$ cat src/verilog/accm_regs.vh
// Purpose: register indices, field positions, reset values and state codes
// Assumes: byte address = 4 * index, 8-bit data in the low lane
// Notes:   definitions only
`ifndef ACCM_REGS_VH
`define ACCM_REGS_VH

// ----------------------------------------------------------------
// register indices
// ----------------------------------------------------------------
`define ACCM_IDX_XMSB   8'h00
`define ACCM_IDX_XLSB   8'h01
`define ACCM_IDX_YMSB   8'h02
`define ACCM_IDX_YLSB   8'h03
`define ACCM_IDX_ZMSB   8'h04
`define ACCM_IDX_ZLSB   8'h05
`define ACCM_IDX_STAT   8'h0b
`define ACCM_IDX_RANGE  8'h0e
`define ACCM_IDX_SLPTO  8'h29
`define ACCM_IDX_CTRL1  8'h2a
`define ACCM_IDX_CTRL2  8'h2b

// ----------------------------------------------------------------
// field positions
// ----------------------------------------------------------------
`define ACCM_RUN_BIT    0
`define ACCM_FREAD_BIT  1
`define ACCM_QUIET_BIT  2
`define ACCM_SLPEN_BIT  2
`define ACCM_STEN_BIT   7

// ----------------------------------------------------------------
// full-scale codes and limits
// ----------------------------------------------------------------
`define ACCM_FS_2G      2'h0
`define ACCM_FS_4G      2'h1
`define ACCM_FS_8G      2'h2
`define ACCM_QUIET_MAX  17'h00fff
`define ACCM_QUIET_MIN  17'h1f000
`define ACCM_OUT_MAX    17'h007ff
`define ACCM_OUT_MIN    17'h1f800

// ----------------------------------------------------------------
// reset values and mode codes
// ----------------------------------------------------------------
`define ACCM_SLPTO_RST  8'h10
`define ACCM_CTRL1_RST  3'h0
`define ACCM_RANGE_RST  2'h0
`define ACCM_ST_OFF     2'h0
`define ACCM_ST_STBY    2'h1
`define ACCM_ST_WAKE    2'h2
`define ACCM_ST_SLEEP   2'h3

`endif

$ cat src/verilog/accm_axis_fmt.v
// Purpose: one axis: self-test sum, quiet-mode limit, full-scale scaling
// Assumes: inputs in units of 1/1024 g, two's complement
// Notes:   combinational, result registered by the caller
`timescale 1ns/1ps
`default_nettype none
`include "accm_regs.vh"

module accm_axis_fmt
(
    input  wire [15:0] accelIn,
    input  wire [15:0] stimIn,
    input  wire        selfTest,
    input  wire        quiet,
    input  wire [1:0]  rangeSel,
    output reg  [11:0] countOut
);

    reg [16:0] sumVal;
    reg [16:0] limVal;
    reg [16:0] scaled;

    // ----------------------------------------------------------------
    // sum, limit, scale, saturate
    // ----------------------------------------------------------------
    always @*
    begin
        sumVal = {accelIn[15], accelIn};
        if (selfTest)
        begin
            sumVal = sumVal + {stimIn[15], stimIn};
        end
        limVal = sumVal;
        if (quiet && !limVal[16] && (limVal > `ACCM_QUIET_MAX))
        begin
            limVal = `ACCM_QUIET_MAX;
        end
        if (quiet && limVal[16] && (limVal < `ACCM_QUIET_MIN))
        begin
            limVal = `ACCM_QUIET_MIN;
        end
        case (rangeSel)
            `ACCM_FS_4G: scaled = {limVal[16], limVal[16:1]};
            `ACCM_FS_8G: scaled = {{2{limVal[16]}}, limVal[16:2]};
            default:     scaled = limVal;
        endcase
        if (!scaled[16] && (scaled > `ACCM_OUT_MAX))
        begin
            scaled = `ACCM_OUT_MAX;
        end
        else if (scaled[16] && (scaled < `ACCM_OUT_MIN))
        begin
            scaled = `ACCM_OUT_MIN;
        end
        countOut = scaled[11:0];
    end

endmodule
`default_nettype wire

$ cat src/verilog/accm_mode_ctrl.v
// Purpose: mode control, sampling and output registers of a 3-axis sensor
// Assumes: Avalon-MM slave, one wait state, converter data on clk
// Notes:   powerGood is a pin and is synchronised
//
// Implementation choices: the address map and the Avalon-MM slave port.
`timescale 1ns/1ps
`default_nettype none
`include "accm_regs.vh"

module accm_mode_ctrl
#(
    parameter [15:0] WAKE_DIV  = 16'd2000,
    parameter [15:0] SLEEP_DIV = 16'd16000
)
(
    input  wire        clk,
    input  wire        reset_n,
    input  wire [9:0]  address,
    input  wire        read,
    input  wire        write,
    input  wire [31:0] writedata,
    input  wire [3:0]  byteenable,
    output reg  [31:0] readdata,
    output wire        waitrequest,
    input  wire        powerGood,
    input  wire [15:0] accelX,
    input  wire [15:0] accelY,
    input  wire [15:0] accelZ,
    input  wire [15:0] stimX,
    input  wire [15:0] stimY,
    input  wire [15:0] stimZ,
    input  wire        wakeEvent,
    output wire        analogEn,
    output wire        sampleClkEn,
    output wire        selfTestEn,
    output wire [1:0]  modeState
);

    // ----------------------------------------------------------------
    // declarations
    // ----------------------------------------------------------------
    reg  [1:0]  rstPipe_reg;
    wire        rstN;
    reg         pgMeta_reg;
    reg         pgSync_reg;
    reg         ack_reg;
    reg  [1:0]  state_reg;
    reg  [1:0]  state_next;
    reg  [2:0]  ctrl1_reg;
    reg         slpEn_reg;
    reg         stEn_reg;
    reg  [1:0]  range_reg;
    reg  [7:0]  slpTo_reg;
    reg  [7:0]  idle_reg;
    reg  [15:0] div_reg;
    reg  [11:0] outData_reg [0:2];
    wire [47:0] accelBus;
    wire [47:0] stimBus;
    wire [35:0] fmtBus;
    wire [7:0]  regIdx;
    wire        wrEn;
    wire        active;
    wire        enterActive;
    wire        tick;
    wire [15:0] divLimit;
    integer     i;

    assign regIdx   = address[9:2];
    assign accelBus = {accelZ, accelY, accelX};
    assign stimBus  = {stimZ, stimY, stimX};

    // ----------------------------------------------------------------
    // reset and power synchronisers
    // ----------------------------------------------------------------
    always @(posedge clk or negedge reset_n)
    begin
        if (!reset_n)
        begin
            rstPipe_reg <= 2'h0;
        end
        else
        begin
            rstPipe_reg <= {rstPipe_reg[0], 1'b1};
        end
    end
    assign rstN = rstPipe_reg[1];

    always @(posedge clk or negedge rstN)
    begin
        if (!rstN)
        begin
            pgMeta_reg <= 1'b0;
            pgSync_reg <= 1'b0;
        end
        else
        begin
            pgMeta_reg <= powerGood;
            pgSync_reg <= pgMeta_reg;
        end
    end

    // ----------------------------------------------------------------
    // bus handshake
    // ----------------------------------------------------------------
    // fixed single wait state, never longer
    assign waitrequest = (read | write) & ~ack_reg;

    always @(posedge clk or negedge rstN)
    begin
        if (!rstN)
        begin
            ack_reg <= 1'b0;
        end
        else
        begin
            ack_reg <= (read | write) & ~ack_reg;
        end
    end

    // writes dropped while unpowered
    assign wrEn = write & ack_reg & byteenable[0] & pgSync_reg;

    // ----------------------------------------------------------------
    // read mux
    // ----------------------------------------------------------------
    function [7:0] readVal;
        input [7:0]  idx;
        input        fread;
        input [11:0] vx;
        input [11:0] vy;
        input [11:0] vz;
        input [7:0]  stat;
        input [7:0]  rng;
        input [7:0]  slp;
        input [7:0]  c1;
        input [7:0]  c2;
        begin
            readVal = 8'h00;
            if (fread)
            begin
                case (idx)
                    `ACCM_IDX_XMSB: readVal = vx[11:4];
                    `ACCM_IDX_XLSB: readVal = vy[11:4];
                    `ACCM_IDX_YMSB: readVal = vz[11:4];
                    default:        readVal = 8'h00;
                endcase
            end
            else
            begin
                case (idx)
                    `ACCM_IDX_XMSB: readVal = vx[11:4];
                    `ACCM_IDX_XLSB: readVal = {vx[3:0], 4'h0};
                    `ACCM_IDX_YMSB: readVal = vy[11:4];
                    `ACCM_IDX_YLSB: readVal = {vy[3:0], 4'h0};
                    `ACCM_IDX_ZMSB: readVal = vz[11:4];
                    `ACCM_IDX_ZLSB: readVal = {vz[3:0], 4'h0};
                    default:        readVal = 8'h00;
                endcase
            end
            case (idx)
                `ACCM_IDX_STAT:  readVal = stat;
                `ACCM_IDX_RANGE: readVal = rng;
                `ACCM_IDX_SLPTO: readVal = slp;
                `ACCM_IDX_CTRL1: readVal = c1;
                `ACCM_IDX_CTRL2: readVal = c2;
                default:         readVal = readVal;
            endcase
        end
    endfunction

    always @(posedge clk or negedge rstN)
    begin
        if (!rstN)
        begin
            readdata <= 32'h0;
        end
        else if (read && !ack_reg)
        begin
            if (pgSync_reg)
            begin
                readdata <= {24'h0, readVal(regIdx, ctrl1_reg[`ACCM_FREAD_BIT],
                    outData_reg[0], outData_reg[1], outData_reg[2],
                    {6'h0, state_reg}, {6'h0, range_reg}, slpTo_reg,
                    {5'h0, ctrl1_reg},
                    {stEn_reg, 4'h0, slpEn_reg, 2'h0})};
            end
            else
            begin
                readdata <= 32'h0;
            end
        end
    end

    // ----------------------------------------------------------------
    // configuration registers
    // ----------------------------------------------------------------
    always @(posedge clk or negedge rstN)
    begin
        if (!rstN)
        begin
            ctrl1_reg <= `ACCM_CTRL1_RST;
            slpEn_reg <= 1'b0;
            stEn_reg  <= 1'b0;
            range_reg <= `ACCM_RANGE_RST;
            slpTo_reg <= `ACCM_SLPTO_RST;
        end
        else if (!pgSync_reg)
        begin
            ctrl1_reg <= `ACCM_CTRL1_RST;
            slpEn_reg <= 1'b0;
            stEn_reg  <= 1'b0;
            range_reg <= `ACCM_RANGE_RST;
            slpTo_reg <= `ACCM_SLPTO_RST;
        end
        else if (wrEn)
        begin
            case (regIdx)
                `ACCM_IDX_CTRL1: ctrl1_reg <= writedata[2:0];
                `ACCM_IDX_CTRL2:
                begin
                    slpEn_reg <= writedata[`ACCM_SLPEN_BIT];
                    stEn_reg  <= writedata[`ACCM_STEN_BIT];
                end
                `ACCM_IDX_RANGE:
                begin
                    if (writedata[1:0] != 2'h3)
                    begin
                        range_reg <= writedata[1:0];
                    end
                end
                `ACCM_IDX_SLPTO: slpTo_reg <= writedata[7:0];
                default:         slpTo_reg <= slpTo_reg;
            endcase
        end
    end

    // ----------------------------------------------------------------
    // mode state machine
    // ----------------------------------------------------------------
    always @*
    begin
        state_next = state_reg;
        case (state_reg)
            `ACCM_ST_OFF:   state_next = `ACCM_ST_STBY;
            `ACCM_ST_STBY:
            begin
                if (ctrl1_reg[`ACCM_RUN_BIT])
                begin
                    state_next = `ACCM_ST_WAKE;
                end
            end
            `ACCM_ST_WAKE:
            begin
                if (!ctrl1_reg[`ACCM_RUN_BIT])
                begin
                    state_next = `ACCM_ST_STBY;
                end
                else if (slpEn_reg && (idle_reg >= slpTo_reg))
                begin
                    state_next = `ACCM_ST_SLEEP;
                end
            end
            `ACCM_ST_SLEEP:
            begin
                if (!ctrl1_reg[`ACCM_RUN_BIT])
                begin
                    state_next = `ACCM_ST_STBY;
                end
                else if (wakeEvent || !slpEn_reg)
                begin
                    state_next = `ACCM_ST_WAKE;
                end
            end
            default:        state_next = `ACCM_ST_OFF;
        endcase
        if (!pgSync_reg)
        begin
            state_next = `ACCM_ST_OFF;
        end
    end

    always @(posedge clk or negedge rstN)
    begin
        if (!rstN)
        begin
            state_reg <= `ACCM_ST_OFF;
        end
        else
        begin
            state_reg <= state_next;
        end
    end

    assign active      = state_reg[1];
    assign enterActive = (state_reg == `ACCM_ST_STBY) && state_next[1];
    assign analogEn    = active;
    assign sampleClkEn = active;
    assign selfTestEn  = active & stEn_reg;
    assign modeState   = state_reg;

    // ----------------------------------------------------------------
    // sample-rate divider, runs only when active
    // ----------------------------------------------------------------
    assign divLimit = (state_reg == `ACCM_ST_SLEEP) ? SLEEP_DIV : WAKE_DIV;
    assign tick     = active && (div_reg == 16'h0);

    always @(posedge clk or negedge rstN)
    begin
        if (!rstN)
        begin
            div_reg <= 16'h0;
        end
        else if (!active || (state_next != state_reg))
        begin
            div_reg <= 16'h0;
        end
        else if (tick)
        begin
            div_reg <= divLimit - 16'h1;
        end
        else
        begin
            div_reg <= div_reg - 16'h1;
        end
    end

    // ----------------------------------------------------------------
    // idle timer for sleep entry
    // ----------------------------------------------------------------
    always @(posedge clk or negedge rstN)
    begin
        if (!rstN)
        begin
            idle_reg <= 8'h0;
        end
        else if (enterActive || wakeEvent || (state_reg != `ACCM_ST_WAKE))
        begin
            idle_reg <= 8'h0;
        end
        else if (tick && (idle_reg != 8'hff))
        begin
            idle_reg <= idle_reg + 8'h1;
        end
    end

    // ----------------------------------------------------------------
    // axis formatting and output registers
    // ----------------------------------------------------------------
    genvar g;
    generate
        for (g = 0; g < 3; g = g + 1)
        begin : axis
            accm_axis_fmt u_fmt
            (
                .accelIn  (accelBus[16*g +: 16]),
                .stimIn   (stimBus[16*g +: 16]),
                .selfTest (stEn_reg),
                .quiet    (ctrl1_reg[`ACCM_QUIET_BIT]),
                .rangeSel (range_reg),
                .countOut (fmtBus[12*g +: 12])
            );
        end
    endgenerate

    always @(posedge clk or negedge rstN)
    begin
        if (!rstN)
        begin
            for (i = 0; i < 3; i = i + 1)
            begin
                outData_reg[i] <= 12'h0;
            end
        end
        else if (!pgSync_reg || enterActive)
        begin
            for (i = 0; i < 3; i = i + 1)
            begin
                outData_reg[i] <= 12'h0;
            end
        end
        else if (tick)
        begin
            for (i = 0; i < 3; i = i + 1)
            begin
                outData_reg[i] <= fmtBus[12*i +: 12];
            end
        end
    end

    // standby holds output data and settings: only div_reg and idle_reg clear on leaving active

endmodule
`default_nettype wire

$ cat config.mk
export PLATFORM = sky130hd
export DESIGN_NAME = accm_mode_ctrl
export DESIGN_NICKNAME = d
export VERILOG_FILES = /design/src/verilog/accm_axis_fmt.v /design/src/verilog/accm_mode_ctrl.v
export VERILOG_INCLUDE_DIRS = /design/src /design/src/verilog
export SDC_FILE = /design/constraint.sdc
export NUM_CORES = 1
export LEC_CHECK = 0
export ABC_CLOCK_PERIOD_IN_PS = 5600
export BUFFER_PORTS_ARGS = -buffer_cell sky130_fd_sc_hd__buf_2
export CORE_UTILIZATION = 60
export CTS_CLUSTER_SIZE = 24
export DETAILED_ROUTE_END_ITERATION = 8
export PLACE_DENSITY = 0.86
export SYNTH_ARGS = -nofsm -noshare
export SYNTH_HDL_FRONTEND = slang
export SYNTH_SLANG_ARGS = --single-unit
$ cat constraint.sdc
create_clock -name clk -period 5.6 [get_ports clk]
set_input_delay 1.4 -clock clk [delete_from_list [all_inputs] [get_ports clk]]
set_output_delay 1.4 -clock clk [all_outputs]
set_load 0.005 [all_outputs]
# Word level (Yosys, flattened, before mapping)
# Cells that the tools add are included.
[word_totals]
register_bits = 114
elab_cells = 167
out_inout_bits = 38
[classes]
addsub = 6
reduce_logical = 47
n_eq_ne = 25
order_cmp = 13
mux = 53
bitwise_logic = 7
[ops]
columns = ["operator", "n"]
rows = [
  ["17-bit 2-to-1 mux", 9],
  ["17-bit < comparator (second input constant)", 6],
  ["16-bit case mux with 2 select lines", 3],
  ["12-bit 2-to-1 mux", 6],
  ["36-bit 2-to-1 mux", 2],
  ["8-bit 2-to-1 mux", 7],
  ["16-bit by 16-bit adder with 17-bit output", 3],
  ["17-bit by 11-bit > comparator with 1-bit output (second input constant)", 3],
  ["17-bit by 12-bit > comparator with 1-bit output (second input constant)", 3],
  ["8-bit case mux with 6 select lines", 1],
  ["8-bit case mux with 5 select lines", 1],
  ["16-bit 2-to-1 mux", 2],
  ["8-bit by 6-bit equality test with 1-bit output (second input constant)", 3],
  ["8-bit case mux with 3 select lines", 1],
  ["1-bit logical AND", 23],
  ["2-bit 2-to-1 mux", 10],
  ["8-bit by 2-bit equality test with 1-bit output (second input constant)", 2],
  ["8-bit by 3-bit equality test with 1-bit output (second input constant)", 2],
  ["8-bit by 4-bit equality test with 1-bit output (second input constant)", 2],
  ["16-bit zero test", 1],
  ["16-bit by 1-bit subtractor with 16-bit output (second input constant)", 1],
  ["14-bit by 1-bit subtractor with 15-bit output (second input constant)", 1],
  ["14-bit 2-to-1 mux", 1],
  ["2-bit by 1-bit != test with 1-bit output (second input constant)", 6],
  ["other kinds (21)", 52],
]

# Depth between registers and ports, before layout
[logic_depth]
word_depth = 16
ltp_mapped = 17

# Modules after synthesis
# From an unflattened synthesis, not the netlist that was laid out.
[unflattened]
hier_cells = 1423
hier_area_um2 = 10697.8
[by_module_without_submodules]
columns = ["mod", "cells_per_inst", "area_each_um2", "seq_area_each_um2", "n_inst"]
rows = [
  ["accm_mode_ctrl", 579, 5167.5, 2253.4, 1],
  ["accm_axis_fmt at axis[0].u_fmt ...", 292, 1914.3, 0.0, 2],
  ["accm_axis_fmt at axis[1].u_fmt", 260, 1701.6, 0.0, 1],
]

# Least setup slack after synthesis
# No wires, ideal clock.
[synth_timing]
path_kind = "input to register"
start = "in accelZ[0]"
end = "reg outData_reg[10] (netlist name)"
t_arrival_ps = 4583
setup_time_ps = 124
path_buffers = 2
path_stages = 17
path_slack_ps = 894
path_cell_list = "ha_1 -> inv_1 -> fa_1 -> nand2b_1 -> a21o_1 -> a211o_1 -> a41oi_1 -> xor2_1 -> and4_1 -> o21a_2 -> and2_1 -> buf_4 -> a211oi_1 -> o21ai_0 -> o21ai_0 -> buf_2 -> a21oi_1"
[synth_between]
elab_chain_cells = 16
elab_cells_between_ends = 21
cone_classes = "add/sub: 1; order compare: 4; mux: 8; reduce/logical: 8"
[synth_rtl]
columns = ["item", "line", "source"]
rows = [
  ["start: declaration", "accm_mode_ctrl.v:28", "input wire [15:0] accelZ,"],
  ["16-bit by 16-bit adder with 17-bit output", "accm_axis_fmt.v:30", "sumVal = sumVal + {stimIn[15], stimIn};"],
  ["17-bit 2-to-1 mux (*)", "accm_axis_fmt.v:28", "if (selfTest)"],
  ["parallel branches: the longest is 3 deep, another holds 17-bit by 12-bit > comparator with 1-bit output", "--", ""],
  ["17-bit 2-to-1 mux (*)", "accm_axis_fmt.v:33", "if (quiet && !limVal[16] && (limVal > `ACCM_QUIET_MAX))"],
  ["17-bit < comparator (no line) or 1-bit logical AND (tied branches)", "--", ""],
  ["1-bit logical AND", "accm_axis_fmt.v:37", "if (quiet && limVal[16] && (limVal < `ACCM_QUIET_MIN))"],
  ["17-bit 2-to-1 mux (*)", "accm_axis_fmt.v:37", ""],
  ["16-bit case mux with 2 select lines", "accm_axis_fmt.v:41", "case (rangeSel)"],
  ["17-bit < comparator (no line)", "--", ""],
  ["1-bit logical AND", "accm_axis_fmt.v:50", "else if (scaled[16] && (scaled < `ACCM_OUT_MIN))"],
  ["12-bit 2-to-1 mux", "accm_axis_fmt.v:50", ""],
  ["12-bit 2-to-1 mux (*)", "accm_axis_fmt.v:46", "if (!scaled[16] && (scaled > `ACCM_OUT_MAX))"],
  ["36-bit 2-to-1 mux (*)", "accm_mode_ctrl.v:381", "else if (tick)"],
  ["36-bit 2-to-1 mux (*)", "accm_mode_ctrl.v:374", "else if (!pgSync_reg || enterActive)"],
  ["end signal: indexed assignment", "accm_mode_ctrl.v:385", "outData_reg[i] <= fmtBus[12*i +: 12];"],
  ["end: declaration", "accm_mode_ctrl.v:56", "reg [11:0] outData_reg [0:2];"],
]
# Every way passes the cells marked *. The select of a mux whose other input is x is not followed.
# A chain may end at the register's enable or synchronous reset.

# Final worst setup path
[layout_timing]
start = "in accelX[1]"
end = "reg outData_reg[31] (netlist name)"
[layout_between]
elab_chain_cells = 16
elab_cells_between_ends = 21
cone_classes = "add/sub: 1; order compare: 4; mux: 8; reduce/logical: 8"
[layout_rtl]
columns = ["item", "line", "source"]
rows = [
  ["start: declaration", "accm_mode_ctrl.v:26", "input wire [15:0] accelX,"],
  ["16-bit by 16-bit adder with 17-bit output", "accm_axis_fmt.v:30", ""],
  ["17-bit 2-to-1 mux (*)", "accm_axis_fmt.v:28", ""],
  ["parallel branches: the longest is 3 deep, another holds 17-bit by 12-bit > comparator with 1-bit output", "--", ""],
  ["17-bit 2-to-1 mux (*)", "accm_axis_fmt.v:33", ""],
  ["17-bit < comparator (no line) or 1-bit logical AND (tied branches)", "--", ""],
  ["1-bit logical AND", "accm_axis_fmt.v:37", ""],
  ["17-bit 2-to-1 mux (*)", "accm_axis_fmt.v:37", ""],
  ["16-bit case mux with 2 select lines", "accm_axis_fmt.v:41", ""],
  ["17-bit < comparator (no line)", "--", ""],
  ["1-bit logical AND", "accm_axis_fmt.v:50", ""],
  ["12-bit 2-to-1 mux", "accm_axis_fmt.v:50", ""],
  ["12-bit 2-to-1 mux (*)", "accm_axis_fmt.v:46", ""],
  ["36-bit 2-to-1 mux (*)", "accm_mode_ctrl.v:381", ""],
  ["36-bit 2-to-1 mux (*)", "accm_mode_ctrl.v:374", ""],
]
# Marks and branches as above.

==> impl_metrics.json <==
{
  "max-slew-margin-rel_pct": 39.7,
  "overflow": 0,
  "cts_tree": "yes",
  "grt_pass1_vias": 8877,
  "cap_violations": 0,
  "synthArstFlopShare_pct": 100,
  "rsz0062_at_grt": "false",
  "dieArea_mm2": 0.0166,
  "n_antenna_cell": 0,
  "cts_buffer_depth": 2,
  "worst_hold_slack_ns": 0.286,
  "gp_congestion": 0.932,
  "ir_worst_vdd_uv": 135,
  "hp-class": "flip-flop to async pin",
  "start_util_pct": 61.1,
  "synth_cells": 1232,
  "drive_above_1_share_pct": 16.0,
  "antenna_left": 0,
  "fillerInstances": 1328,
  "largest_reg_flops": 36,
  "synth-seq-cells": 90,
  "cts-root-buf": "clkbuf_16",
  "synth_area_per_cell_um2": 7.85,
  "ios": 186,
  "synth-main-ff-cell": "dfrtp_1",
  "synthAdderAreaFrac_pct": 8.38,
  "worstMarginPinSlew_ns": 0.903,
  "grt_max_degree": 79,
  "path_clk_slew_ns": 0.07,
  "r2r_start": "idle_reg[0]",
  "r2r-end": "div_reg[8]",
  "preCtsSetupSlack_ns": 0.431,
  "area_growth_pct": 10.1,
  "num_rows": 46,
  "ys_types": 99,
  "antenna_found_initial": 0,
  "cp.required_ns": 5.88,
  "power.density_mw_per_mm2": 167,
  "yosys_warnings": 0,
  "crit_fanout": 5,
  "clk_latency_ns": 0.34,
  "setup_violations": 0,
  "reg2reg_depth": 14,
  "cp_data_arrival_time_ns": 5.16,
  "critPathKind": "input port to flip-flop",
  "worst_slack_ns": 0.714,
  "synthMuxAreaShare_pct": 5.30,
  "dp_hpwl_um": 19300,
  "start_kind": "input port",
  "synth_top_family_by_area": "compound AO/OA/AOI/OAI gates",
  "io_buffers": 132,
  "final.setup.tns_ns": 0,
  "grt_pass1_wl_um": 42400,
  "hold_viol_final": 0,
  "synth-simple-area-share_pct": 19.7,
  "htreeDepth": 3,
  "r2r_setup_slack_ns": 1.84,
  "cts_buffers": 9,
  "cp-end-kind": "flip-flop",
  "synth_edf_count": 0,
  "cts_resized": 0,
  "vias": 9820,
  "cts_setup_buffers": 0,
  "layout.nets": 1528,
  "ys_seq_area_share_pct": 23.3,
  "fmax_ghz": 0.205,
  "synthesis.area_mm2": 0.00967,
  "fin_crit_ns": 4.89,
  "dr.pass1.iters": 7,
  "finalCritPeriodShare_pct": 87.3,
  "vias_per_cell": 6.38,
  "leakage_nw": 4.77,
  "synth_xor_xnor_area_share_pct": 3.98,
  "die_w_um": 129,
  "track_usage_pct": 31.4,
  "cts_hold_buf": 0,
  "clock-skew-final_ns": 0.0117,
  "wl_per_cell_um": 16.8,
  "utilization_pct": 67.3,
  "wl_um": 25900,
  "coreArea_mm2": 0.0158,
  "synth_compound_area_share_pct": 32.8,
  "drc": 0,
  "dieHeight_um": 129,
  "drtIter0Drc": 916,
  "slew_viol_final": 0,
  "cts_sinks": 90,
  "status": "finished clean"
}
## area by class of cell
cell class | count | area, um^2 | area share [%]
Sequential cell | 90 | 2260 | 21.2
Clock buffer | 12 | 246 | 2.32
Tap cell | 216 | 270 | 2.54
Clock inverter | 4 | 76.3 | 0.717
Multi-Input combinational cell | 1030 | 6880 | 64.6
Timing Repair Buffer | 146 | 766 | 7.19
Inverter | 40 | 150 | 1.41
## cells in the final DEF (no fill, tap or decap), drive strengths merged, types with 15 or more instances in the layout
cell type / count
a211oi: 29
a21o: 31
a21oi: 102
buf: 146
conb: 25
dfrtp: 89
ha: 60
inv: 40
mux2i: 49
nand2: 137
nand3: 18
nor2: 97
nor2b: 31
nor3: 20
o21ai: 109
o22ai: 15
or3: 21
xnor2: 28
xor2: 16
## layer usage
layer / GRT usage [%] / vias to the layer above / part of all wire [%]
li1: - / 4712 / -
met1: 41.5 / 4538 / 43
met2: 52.0 / 498 / 46
met3: 4.57 / 72 / 7.5
met4: 11.6 / 0 / 2.9
met5: 0 / - / 0
## how the worst max path moves through the flow
| stage | start | endpoint | cells past startpoint |
|---|---|---|---|
| final | accelX[1] | outData_reg[31] | 14 |
| after global routing | accelY[0] | outData_reg[12] | 16 |
| after CTS | accelX[1] | outData_reg[31] | 14 |
| after detailed placement | accelX[1] | outData_reg[31] | 14 |
| after global placement | accelX[1] | outData_reg[31] | 14 |
| after floorplan | accelZ[0] | outData_reg[10] | 17 |
## critical path, stage by stage
cell and delay, ns:
buf_2 0.11, ha_1 0.29, a21o_1 0.18, a21o_1 0.23, a2111oi_4 0.47, nand4bb_1 0.23, nand2_1 0.11, xnor2_1 0.17
a221oi_1 0.45, a211oi_1 0.15, or3_4 0.40, o31a_1 0.38, or3_1 0.44, a21oi_2 0.14
## report_power, final
group          switching (mW)  internal [mW]
clock network           0.248          0.404
registers             0.00937          0.653
logic                   0.269          0.189
## cells by family after synthesis
logic type               after synthesis
AO/OA/AOI/OAI                        454
AND/OR/NAND/NOR                      393
buffers and inverters                135
flip-flops                            90
adder cells (fa/ha/maj)               63
multiplexers                          51
XOR/XNOR                              44
other                                  2
## cell usage after synthesis, types with 5 or more instances
| library cell | n | area share [%] |
|---|---|---|
| a211o_1 | 6 | 0.54 |
| a211oi_1 | 27 | 2.1 |
| a21o_1 | 31 | 2.4 |
| a21oi_1 | 96 | 5.0 |
| a21oi_2 | 6 | 0.54 |
| a221o_1 | 5 | 0.52 |
| a221oi_1 | 14 | 1.3 |
| a222oi_1 | 5 | 0.52 |
| a22o_1 | 11 | 1.0 |
| a22oi_1 | 14 | 1.1 |
| a31oi_1 | 11 | 0.71 |
| and2_1 | 9 | 0.58 |
| and3_1 | 7 | 0.45 |
| buf_1 | 6 | 0.23 |
| buf_2 | 11 | 0.57 |
| buf_4 | 28 | 2.2 |
| clkbuf_1 | 48 | 1.9 |
| dfrtp_1 | 89 | 23 |
| ha_1 | 60 | 7.8 |
| inv_1 | 40 | 1.6 |
| mux2i_1 | 49 | 5.1 |
| nand2_1 | 135 | 5.2 |
| nand2b_1 | 12 | 0.78 |
| nand3_1 | 17 | 0.88 |
| nand4_1 | 11 | 0.71 |
| nor2_1 | 96 | 3.7 |
| nor2b_1 | 31 | 2.0 |
| nor3_1 | 19 | 0.98 |
| o2111ai_1 | 6 | 0.54 |
| o211ai_1 | 14 | 1.1 |
| o21a_1 | 12 | 0.93 |
| o21ai_0 | 96 | 5.0 |
| o21ai_1 | 10 | 0.52 |
| o22ai_1 | 14 | 0.91 |
| o31a_1 | 5 | 0.45 |
| o31ai_1 | 5 | 0.39 |
| or2_2 | 7 | 0.45 |
| or3_1 | 18 | 1.2 |
| xnor2_1 | 28 | 2.5 |
| xor2_1 | 16 | 1.4 |
## through the flow
| stage | cells | area [um^2] | total power [mW] |
|---|---|---|---|
| final | 1538 | 10600 | 1.77 |
| after global routing | 1538 | 10600 | 1.85 |
| after CTS | 1538 | 10600 | 1.77 |
| after detailed placement | 1522 | 10300 | 1.12 |
| after global placement | 1522 | 10300 | 1.11 |
| after floorplan | 1255 | 9760 | 1.01 |
Power figures use the tool's default switching activity.
